<file path="src/verilog/chadc_pkg.sv">
// Package with constants and types for the charge converter back end
// Operation
// - Each result is a 20-bit count of the charge collected in one integration period.
// - Charge is accumulated for a whole integration period whose length the user selects.
// - The feedback DAC code is stepped at a 2 MHz rate from the comparator decision.
// - Each capacitor array element is switched to ground or reference by its code bit.
// - The filter sums the tracking output at the start and at the end of each period.
// - The result is the end data point minus the start data point.
// - The user programs the oversample count per data point.
// - Results enter a serial output register clocked apart from conversion timing.
// - The test current source is enabled while its pin is asserted.
package chadc_pkg;
	localparam int unsigned RES_W          = 20;
	localparam int unsigned DAC_W          = 20;
	localparam int unsigned ACC_W          = 32;
	localparam int unsigned OSR_W          = 8;
	localparam int unsigned TINT_W         = 24;
	localparam int unsigned SYS_CLK_HZ     = 200_000_000;
	localparam int unsigned TRACK_RATE_HZ  = 2_000_000;
	localparam int unsigned TRACK_DIV      = SYS_CLK_HZ / TRACK_RATE_HZ;
	localparam logic [DAC_W-1:0] DAC_RESET = 20'h8_0000;
	localparam logic [ACC_W-1:0] ACC_RESET = 32'h0000_0000;
	localparam logic [RES_W-1:0] RES_RESET = 20'h0_0000;

	typedef enum logic [1:0] {
		CHADC_IDLE,
		CHADC_START,
		CHADC_INTEG,
		CHADC_END
	} chadc_phase_t;
endpackage

</file>
<file path="src/verilog/chadc_skid.sv">
// Two-entry buffer between the filter and the serial output register
`timescale 1ns/1ps
module chadc_skid #(
	parameter int unsigned WIDTH = 20
) (
	input  wire logic             clk_in,
	input  wire logic             rstn_in,
	input  wire logic [WIDTH-1:0] s_data_in,
	input  wire logic             s_valid_in,
	output logic                  s_ready_out,
	output logic      [WIDTH-1:0] m_data_out,
	output logic                  m_valid_out,
	input  wire logic             m_ready_in
);
	typedef struct packed {
		logic [1:0][WIDTH-1:0] mem;
		logic [1:0]            cnt;
	} chadc_skid_t;

	chadc_skid_t st_reg;
	chadc_skid_t st_next;

	// Shift queue: slot 0 is the head
	always_comb begin
		logic push;
		logic pop;
		push = 1'b0;
		pop = 1'b0;
		st_next = st_reg;
		pop = m_valid_out && m_ready_in;
		push = s_valid_in && s_ready_out;
		if (pop) begin
			st_next.mem[0] = st_reg.mem[1];
			st_next.cnt = st_reg.cnt - 2'd1;
		end
		if (push) begin
			st_next.mem[st_next.cnt[0]] = s_data_in;
			st_next.cnt = st_next.cnt + 2'd1;
		end
	end

	always_ff @(posedge clk_in or negedge rstn_in) begin
		if (!rstn_in) begin
			st_reg <= '0;
		end else begin
			st_reg <= st_next;
		end
	end

	assign s_ready_out = (st_reg.cnt != 2'd2);
	assign m_valid_out = (st_reg.cnt != 2'd0);
	assign m_data_out  = st_reg.mem[0];
endmodule // chadc_skid

</file>
<file path="src/verilog/chadc_backend.sv">
// Top of the charge converter digital back end: tracking, filter, serial output
`timescale 1ns/1ps
module chadc_backend
	import chadc_pkg::*;
(
	input  wire logic                       sys_clk_in,
	input  wire logic                       rstn_in,
	input  wire logic                       comp_in,
	input  wire logic [chadc_pkg::TINT_W-1:0] tint_ticks_in,
	input  wire logic [chadc_pkg::OSR_W-1:0] osr_count_in,
	input  wire logic                       test_src_pin_in,
	input  wire logic                       sclk_in,
	input  wire logic                       load_n_in,
	input  wire logic                       sdi_in,
	output logic [chadc_pkg::DAC_W-1:0]     capacitor_feedback_dac_out,
	output logic                            integ_reset_out,
	output logic                            test_src_en_out,
	output logic                            sdo_out,
	output logic                            result_ready_out,
	output logic                            overflow_out
);
	import chadc_pkg::*;

	typedef struct packed {
		logic [1:0]             rst_sync;
		logic [2:0]             comp_s;
		logic [2:0]             test_s;
		logic [2:0]             sclk_s;
		logic [2:0]             load_s;
		logic [2:0]             sdi_s;
		logic [7:0]             div;
		chadc_phase_t           phase;
		logic [TINT_W-1:0]      period;
		logic [OSR_W-1:0]       os_cnt;
		logic [OSR_W-1:0]       osr_lat;
		logic [DAC_W-1:0]       dac;
		logic [ACC_W-1:0]       acc;
		logic [ACC_W-1:0]       start_pt;
		logic [RES_W-1:0]       result;
		logic                   res_valid;
		logic [RES_W-1:0]       shreg;
		logic                   reading;
		logic                   sdo;
		logic                   ready_flag;
		logic                   ovf;
		logic                   integ_rst;
		logic                   comp_f;
		logic                   test_f;
	} chadc_top_t;

	chadc_top_t st_reg;
	chadc_top_t st_next;
	logic       rst_n;
	// Skid buffer handshake between the filter and the serial register
	logic [RES_W-1:0] buf_data;
	logic       buf_valid;
	logic       buf_in_ready;
	logic       buf_take;

	// Released reset copy for the skid buffer and the synchronous hold below; the raw pin still clears the register at once
	assign rst_n = st_reg.rst_sync[1];

	// Sum of the oversamples, kept at full accumulator width
	function automatic logic [ACC_W-1:0] chadc_add(input logic [ACC_W-1:0] a,
			input logic [DAC_W-1:0] b);
		chadc_add = a + {{(ACC_W-DAC_W){1'b0}}, b};
	endfunction

	// A change on a pin counts once the second and third stage agree
	function automatic logic chadc_pin(input logic [2:0] s, input logic old);
		chadc_pin = (s[1] == s[2]) ? s[2] : old;
	endfunction

	chadc_skid #(
		.WIDTH(RES_W)
	) u_skid (
		.clk_in      (sys_clk_in),
		.rstn_in     (rst_n),
		.s_data_in   (st_reg.result),
		.s_valid_in  (st_reg.res_valid),
		.s_ready_out (buf_in_ready),
		.m_data_out  (buf_data),
		.m_valid_out (buf_valid),
		.m_ready_in  (buf_take)
	);

	// Only load between transfers, while the host holds load inactive
	assign buf_take = !st_reg.reading && st_reg.load_s[2] && st_reg.load_s[1];

	// Next-state logic for the whole back end
	always_comb begin
		logic tick;
		logic sclk_rise;
		logic load_fall;
		logic load_rise;
		logic comp_q;
		logic [ACC_W-1:0] diff;
		tick = 1'b0;
		sclk_rise = 1'b0;
		load_fall = 1'b0;
		load_rise = 1'b0;
		comp_q = 1'b0;
		diff = '0;
		st_next = st_reg;
		// Pin synchronisers: three stages for comparator, test and host pins, two for the reset release
		st_next.rst_sync = {st_reg.rst_sync[0], 1'b1};
		st_next.comp_s = {st_reg.comp_s[1:0], comp_in};
		st_next.test_s = {st_reg.test_s[1:0], test_src_pin_in};
		st_next.sclk_s = {st_reg.sclk_s[1:0], sclk_in};
		st_next.load_s = {st_reg.load_s[1:0], load_n_in};
		st_next.sdi_s = {st_reg.sdi_s[1:0], sdi_in};
		st_next.res_valid = st_reg.res_valid && !buf_in_ready;
		// Filtered levels: a change counts once the last two stages agree
		st_next.comp_f = chadc_pin(st_reg.comp_s, st_reg.comp_f);
		st_next.test_f = chadc_pin(st_reg.test_s, st_reg.test_f);
		comp_q = st_reg.comp_f;
		// Host edges are taken between the second and third stage, so each counts once
		sclk_rise = st_reg.sclk_s[1] && st_reg.sclk_s[2] == 1'b0;
		load_fall = !st_reg.load_s[1] && st_reg.load_s[2];
		load_rise = st_reg.load_s[1] && !st_reg.load_s[2];
		// Period start strobe lasts a single cycle
		st_next.integ_rst = 1'b0;
		// 2 MHz enable from the system clock divider
		if (st_reg.div == 8'(TRACK_DIV - 1)) begin
			st_next.div = '0;
			tick = 1'b1;
		end else begin
			st_next.div = st_reg.div + 8'd1;
		end
		if (tick) begin
			// Comparator high means node above ground: add feedback charge
			if (comp_q && st_reg.dac != '1) begin
				st_next.dac = st_reg.dac + 1'b1;
			end else if (!comp_q && st_reg.dac != '0) begin
				st_next.dac = st_reg.dac - 1'b1;
			end
			// Period sequencer: start samples, integration, end samples
			unique case (st_reg.phase)
				CHADC_IDLE: begin
					st_next.osr_lat = (osr_count_in == '0) ? 8'd1 : osr_count_in;
					st_next.os_cnt = '0;
					st_next.acc = ACC_RESET;
					st_next.period = '0;
					st_next.integ_rst = 1'b1;
					st_next.phase = CHADC_START;
				end
				CHADC_START: begin
					st_next.acc = chadc_add(st_reg.acc, st_reg.dac);
					st_next.os_cnt = st_reg.os_cnt + 8'd1;
					st_next.period = st_reg.period + 1'b1;
					// Start data point closes after the latched count of samples
					if (st_reg.os_cnt + 8'd1 == st_reg.osr_lat) begin
						st_next.start_pt = st_next.acc;
						st_next.acc = ACC_RESET;
						st_next.os_cnt = '0;
						st_next.phase = CHADC_INTEG;
					end
				end
				CHADC_INTEG: begin
					st_next.period = st_reg.period + 1'b1;
					if (st_reg.period + 24'(st_reg.osr_lat) >= tint_ticks_in) begin
						st_next.phase = CHADC_END;
					end
				end
				CHADC_END: begin
					st_next.acc = chadc_add(st_reg.acc, st_reg.dac);
					st_next.os_cnt = st_reg.os_cnt + 8'd1;
					if (st_reg.os_cnt + 8'd1 == st_reg.osr_lat) begin
						// Sums, not means: no division, full resolution kept
						diff = st_next.acc - st_reg.start_pt;
						st_next.result = diff[RES_W-1:0];
						st_next.ovf = diff[ACC_W-1:RES_W] != '0;
						st_next.res_valid = 1'b1;
						st_next.phase = CHADC_IDLE;
					end
				end
			endcase
		end
		// Serial register has its own timing, set by the host pins
		// A frame always starts, so the word already held is shifted even with the buffer empty
		if (load_fall) begin
			st_next.reading = 1'b1;
			st_next.ready_flag = 1'b0;
		end
		if (buf_take && buf_valid) begin
			st_next.shreg = buf_data;
			st_next.ready_flag = 1'b1;
		end
		// One bit leaves per host rising edge; the chain input enters at the bottom
		if (st_reg.reading && sclk_rise) begin
			st_next.sdo = st_reg.shreg[RES_W-1];
			st_next.shreg = {st_reg.shreg[RES_W-2:0], st_reg.sdi_s[2]};
		end
		if (load_rise) begin
			st_next.reading = 1'b0;
		end
	end

	// Reset clears the accumulators and holds the DAC mid-scale until released
	always_ff @(posedge sys_clk_in or negedge rstn_in) begin
		if (!rstn_in) begin
			st_reg <= '0;
			st_reg.dac <= DAC_RESET;
			st_reg.load_s <= 3'b111;
			st_reg.phase <= CHADC_IDLE;
		end else if (!rst_n) begin
			// Released copy still low: hold everything but the reset shifter
			st_reg <= '0;
			st_reg.rst_sync <= st_next.rst_sync;
			st_reg.dac <= DAC_RESET;
			st_reg.load_s <= 3'b111;
			st_reg.phase <= CHADC_IDLE;
		end else begin
			st_reg <= st_next;
		end
	end

	// Outputs come straight from the state register
	assign capacitor_feedback_dac_out = st_reg.dac;
	assign integ_reset_out = st_reg.integ_rst;
	assign test_src_en_out = st_reg.test_f;
	assign sdo_out = st_reg.sdo;
	assign result_ready_out = st_reg.ready_flag;
	assign overflow_out = st_reg.ovf;
endmodule // chadc_backend

</file>
<file path="config.mk">
export PLATFORM = sky130hd
export DESIGN_NAME = chadc_backend
export DESIGN_NICKNAME = d
export VERILOG_FILES = /design/src/verilog/chadc_pkg.sv /design/src/verilog/chadc_skid.sv /design/src/verilog/chadc_backend.sv
export SDC_FILE = /design/constraint.sdc
export NUM_CORES = 1
export LEC_CHECK = 0
export ABC_AREA = 1
export BUFFER_PORTS_ARGS = -buffer_cell sky130_fd_sc_hd__buf_2
export CELL_PAD_IN_SITES_DETAIL_PLACEMENT = 2
export CELL_PAD_IN_SITES_GLOBAL_PLACEMENT = 2
export CORE_MARGIN = 2
export CORE_UTILIZATION = 37
export DETAILED_ROUTE_END_ITERATION = 6
export HOLD_SLACK_MARGIN = 0.05
export PLACE_DENSITY_LB_ADDON = 0.1
export SLEW_MARGIN = 20
export SYNTH_ARGS = -nofsm -noshare
export SYNTH_HDL_FRONTEND = slang
export SYNTH_HIERARCHICAL = 1
export SYNTH_SLANG_ARGS = --single-unit
</file>
<file path="constraint.sdc">
create_clock -name sys_clk_in -period 1.9 [get_ports sys_clk_in]
set_input_delay 0.285 -clock sys_clk_in [delete_from_list [all_inputs] [get_ports sys_clk_in]]
set_output_delay 0.285 -clock sys_clk_in [all_outputs]
set_load 0.02 [all_outputs]
</file>
==> flow_metrics.env, run 1 <==
export IMPL_io_pin_count=64
export IMPL_syn_nets=2468
export IMPL_yosys_warnings=6
export IMPL_cts_hold_buf=14
export IMPL_row_count=77
export IMPL_die_width_um=215
export IMPL_avgSynthCellArea_um2=7.14
export IMPL_portBuffers=63
export IMPL_cts_resized=757
export IMPL_synthTopCellsByArea="dfrtp_1, nand2_1, ha_1, inv_1, o21ai_0"
export IMPL_root_buffer="clkbuf_16"
export IMPL_numClockSinks=241
export IMPL_cts_buffer_depth=3
export IMPL_hpwl_mm=61.7
export IMPL_die_h_um=215
export IMPL_synth_edff_count=0
export IMPL_status="stopped before the end"
export IMPL_synth_most_common_cell="nand2_1"
export IMPL_synthArstFlopShare=1.00
export IMPL_synth_area_mm2=0.0165
export IMPL_ys_ff_latch=241
export IMPL_post_cts_buffers=121
export IMPL_cts_buffers_inserted=30
export IMPL_synth_top_area_share=0.359
export IMPL_ys_types=54
export IMPL_gp_congestion=0.886
export IMPL_start_util=0.374
export IMPL_synth_largest_area_cell="dfrtp_1"
export IMPL_cts_htree_levels=1
export IMPL_ys_seq_area_frac=0.366
export IMPL_pre_cts_ws_ns=-2.59
export IMPL_ys_top_cells_by_count="nand2_1, inv_1, dfrtp_1"
export IMPL_synth_ff_type="dfrtp_1"
export IMPL_firstError="[ERROR DPL-0033] detailed placement checks failed during check placement."
export IMPL_haltStage="4_1_cts"
export IMPL_netlist_instances=2314
## kinds of logic after synthesis
group	count (synthesis)	share of synthesized area
DFF	241	0.366
other	1	0.000227
xor gates and xnor gates	87	0.0462
AOI/OAI and AO/OA	374	0.123
buffers and inverters	461	0.118
and+or+nand+nor	1034	0.258
adders and majority gates	115	0.0890
muxes	1	0.000606
## metrics by stage
stage          cells  area (um2)  TNS, ns
2_1_floorplan   2314       17400   -35.36
3_3_place_gp    3341       21500   -80.08
3_5_place_dp    3341       21500  -112.38
==> inputs of run 2 (changes only) <==
Settings changed: CELL_PAD_IN_SITES_DETAIL_PLACEMENT 2 to unset, CELL_PAD_IN_SITES_GLOBAL_PLACEMENT 2 to unset, CORE_UTILIZATION 37 to 25, HOLD_SLACK_MARGIN 0.05 to unset, PLACE_DENSITY_LB_ADDON 0.1 to 0.15.
==> flow_metrics.env, run 2 <==
export IMPL_placed_cell_area_mm2=0.0219
export IMPL_yosys_warnings=6
export IMPL_portBuffers=63
export IMPL_critPathMaxFanout=4
export IMPL_cts_buffer_depth=3
export IMPL_cpMostUsedCell="nand2_1"
export IMPL_fillers=6703
export IMPL_netSwitchingFraction=0.291
export IMPL_worst_hold_slack_ns=0.154
export IMPL_start_kind="flip-flop"
export IMPL_route_detailed_drc=0
export IMPL_regArea_mm2=0.00605
export IMPL_synthTopCellsByArea="dfrtp_1, nand2_1, ha_1, inv_1, o21ai_0"
export IMPL_power_density_mw_per_mm2=565
export IMPL_grt_pass1_vias=16900
export IMPL_core_mm2=0.0656
export IMPL_ys_seq_area_frac=0.366
export IMPL_synth_largest_area_cell="dfrtp_1"
export IMPL_design_area_mm2=0.0266
export IMPL_netlist_instances=2314
export IMPL_path_class="flip-flop to flip-flop"
export IMPL_irDropWorstVdd_v=0.000482
export IMPL_synth_most_common_cell="nand2_1"
export IMPL_synthArstFlopShare=1.00
export IMPL_cpMaxStageDelayCell="dfrtp_1"
export IMPL_power_switching_mw=4.38
export IMPL_internal_power_mw=10.7
export IMPL_reg2reg_slack_ns=-1.75
export IMPL_cts_buffers_inserted=30
export IMPL_drt_iter0_drc=705
export IMPL_final_cell_mix="nand2_1, buf_4, inv_1"
export IMPL_io_pin_count=64
export IMPL_drtAntennaViolNets=0
export IMPL_die_width_um=261
export IMPL_synth_area_mm2=0.0165
export IMPL_cts_htree_levels=1
export IMPL_row_count=94
export IMPL_finalSetupViolations=125
export IMPL_dieArea_mm2=0.0681
export IMPL_p_clk_frac=0.414
export IMPL_finalWorstPathRequiredPeriod_ns=3.65
export IMPL_p_comb_frac=0.205
export IMPL_gp_congestion=0.870
export IMPL_numClockSinks=241
export IMPL_hold_violations=0
export IMPL_start_util=0.252
export IMPL_clk_pin_slew_ns=0.06
export IMPL_synth_ff_type="dfrtp_1"
export IMPL_drv_cap=0
export IMPL_crit_path_end_kind="flip-flop"
export IMPL_synth_top_area_share=0.359
export IMPL_cts_tree="built"
export IMPL_grt_pass1_wl_mm=86.9
export IMPL_grt_ovfl_total=0
export IMPL_viasPerCell=4.37
export IMPL_fin_ws_ns=-1.75
export IMPL_ys_top_cells_by_count="nand2_1, inv_1, dfrtp_1"
export IMPL_syn_nets=2468
export IMPL_ys_ff_latch=241
export IMPL_drt_wl_total_mm=54.5
export IMPL_power_leakage_nw=13.4
export IMPL_clk_latency_ns=0.58
export IMPL_finalClockSkew_ns=0.0145
export IMPL_worstHoldPathType="input pin to asynchronous set/reset pin"
export IMPL_die_h_um=261
export IMPL_grt_total_usage=0.158
export IMPL_multi_input_area_mm2=0.0117
export IMPL_diodes=0
export IMPL_crit_path_max_incr_delay_ns=0.39
export IMPL_p_seq_frac=0.381
export IMPL_first_pass_iters=5
export IMPL_avgSynthCellArea_um2=7.14
export IMPL_final_nets=3040
export IMPL_avgRoutedWirePerCell_um=14.4
export IMPL_layout_commonest_cell="nand2_1"
export IMPL_arrival_ns=4.12
export IMPL_fin_crit_sh=1.92
export IMPL_status="finished, violations left"
export IMPL_violations="setup timing"
export IMPL_grt_max_degree=86
export IMPL_final_setup_tns_ns=-65.44
export IMPL_antenna_found_initial=0
export IMPL_rsz0062_at_grt="true"
export IMPL_root_buffer="clkbuf_16"
export IMPL_vias=16500
export IMPL_largest_reg_flops=162
export IMPL_required_ns=2.37
export IMPL_synth_edff_count=0
export IMPL_areaGrowthSynthToFinish_pct=61.4
export IMPL_pre_cts_ws_ns=-1.98
export IMPL_layout_drive_gt1_share=0.419
export IMPL_max_freq_mhz=274
export IMPL_hpwl_mm=39.7
export IMPL_slew_violations=0
export IMPL_ys_types=54
## run 2: cell counts after synthesis
No cell type changed its count.
## run 2: cell type report
type / count / share of cell area
multi-input combinational: 1613 / 0.440
sequential: 241 / 0.227
timing repair buffer: 627 / 0.198
inverter: 372 / 0.0539
tap: 864 / 0.0406
clock buffer: 43 / 0.0327
clock inverter: 13 / 0.00747
timing repair inverter: 1 / 0.000423
## run 2: metal layers
layer	track usage	up-vias	wire length [um]
met5	0	-	0
met3	0.0174	83	1500
li1	-	8504	-
met2	0.282	161	27100
met1	0.200	7738	24400
met4	0.0447	0	1420
## run 2: kinds of logic after synthesis
| family | share of synthesized area |
|---|---|
| xor gates and xnor gates | 0.0462 |
| adders and majority gates | 0.0890 |
| DFF | 0.366 |
| other | 0.000227 |
| muxes | 0.000606 |
| buffers and inverters | 0.118 |
| and+or+nand+nor | 0.258 |
| AOI/OAI and AO/OA | 0.123 |
## run 2: timing repair
action | in CTS | in global routing
buffers inserted | 44 | 44
resized for setup | 341 | 339
endpoints found under the hold margin | 208 | 0
endpoints found under the setup margin | 135 | 172
hold buffers | 14 | 0
pin swaps | 126 | 144
cloned | 7 | 3
## run 2: per-stage QoR
stage | instances | util | power (mW)
5_1_grt | 3774 | 0.406 | 15.9
2_1_floorplan | 2314 | - | 7.80
3_5_place_dp | 3627 | 0.334 | 8.53
4_1_cts | 3744 | 0.382 | 15.2
6_report | 3774 | 0.406 | 15.1
3_3_place_gp | 3627 | 0.334 | 8.47
## run 2: path summary, 6_finish.rpt
path,from,to,cells after the start
min reg2reg,st_next[198],rst_n,0
max in group asynchronous,rst_n,u_skid/st_reg[0],2
max,capacitor_feedback_dac_out[0],overflow_out,26
max reg2reg,capacitor_feedback_dac_out[0],overflow_out,26
min in group sys_clk_in,st_next[198],rst_n,0
min,rstn_in,st_reg[159],2
## run 2: power groups by stage
stage | Sequential [mW] | Clock (mW) | Combinational (mW)
global route | 5.80 | 6.63 | 3.49
floorplan | 5.81 | 0 | 1.99
finish | 5.74 | 6.24 | 3.08
detailed placement | 5.84 | 0 | 2.69
CTS | 5.75 | 6.45 | 2.95
global placement | 5.83 | 0 | 2.64
## run 2: critical path, delay by kind of cell, from the launching register on
family	cells	cell delay (ns)
and+or+nand+nor	16	1.34
adders and majority gates	3	0.83
AOI/OAI and AO/OA	3	0.49
DFF	1	0.39
buffers and inverters	3	0.34
xor gates and xnor gates	1	0.16
(Power assumes the default switching activity.)
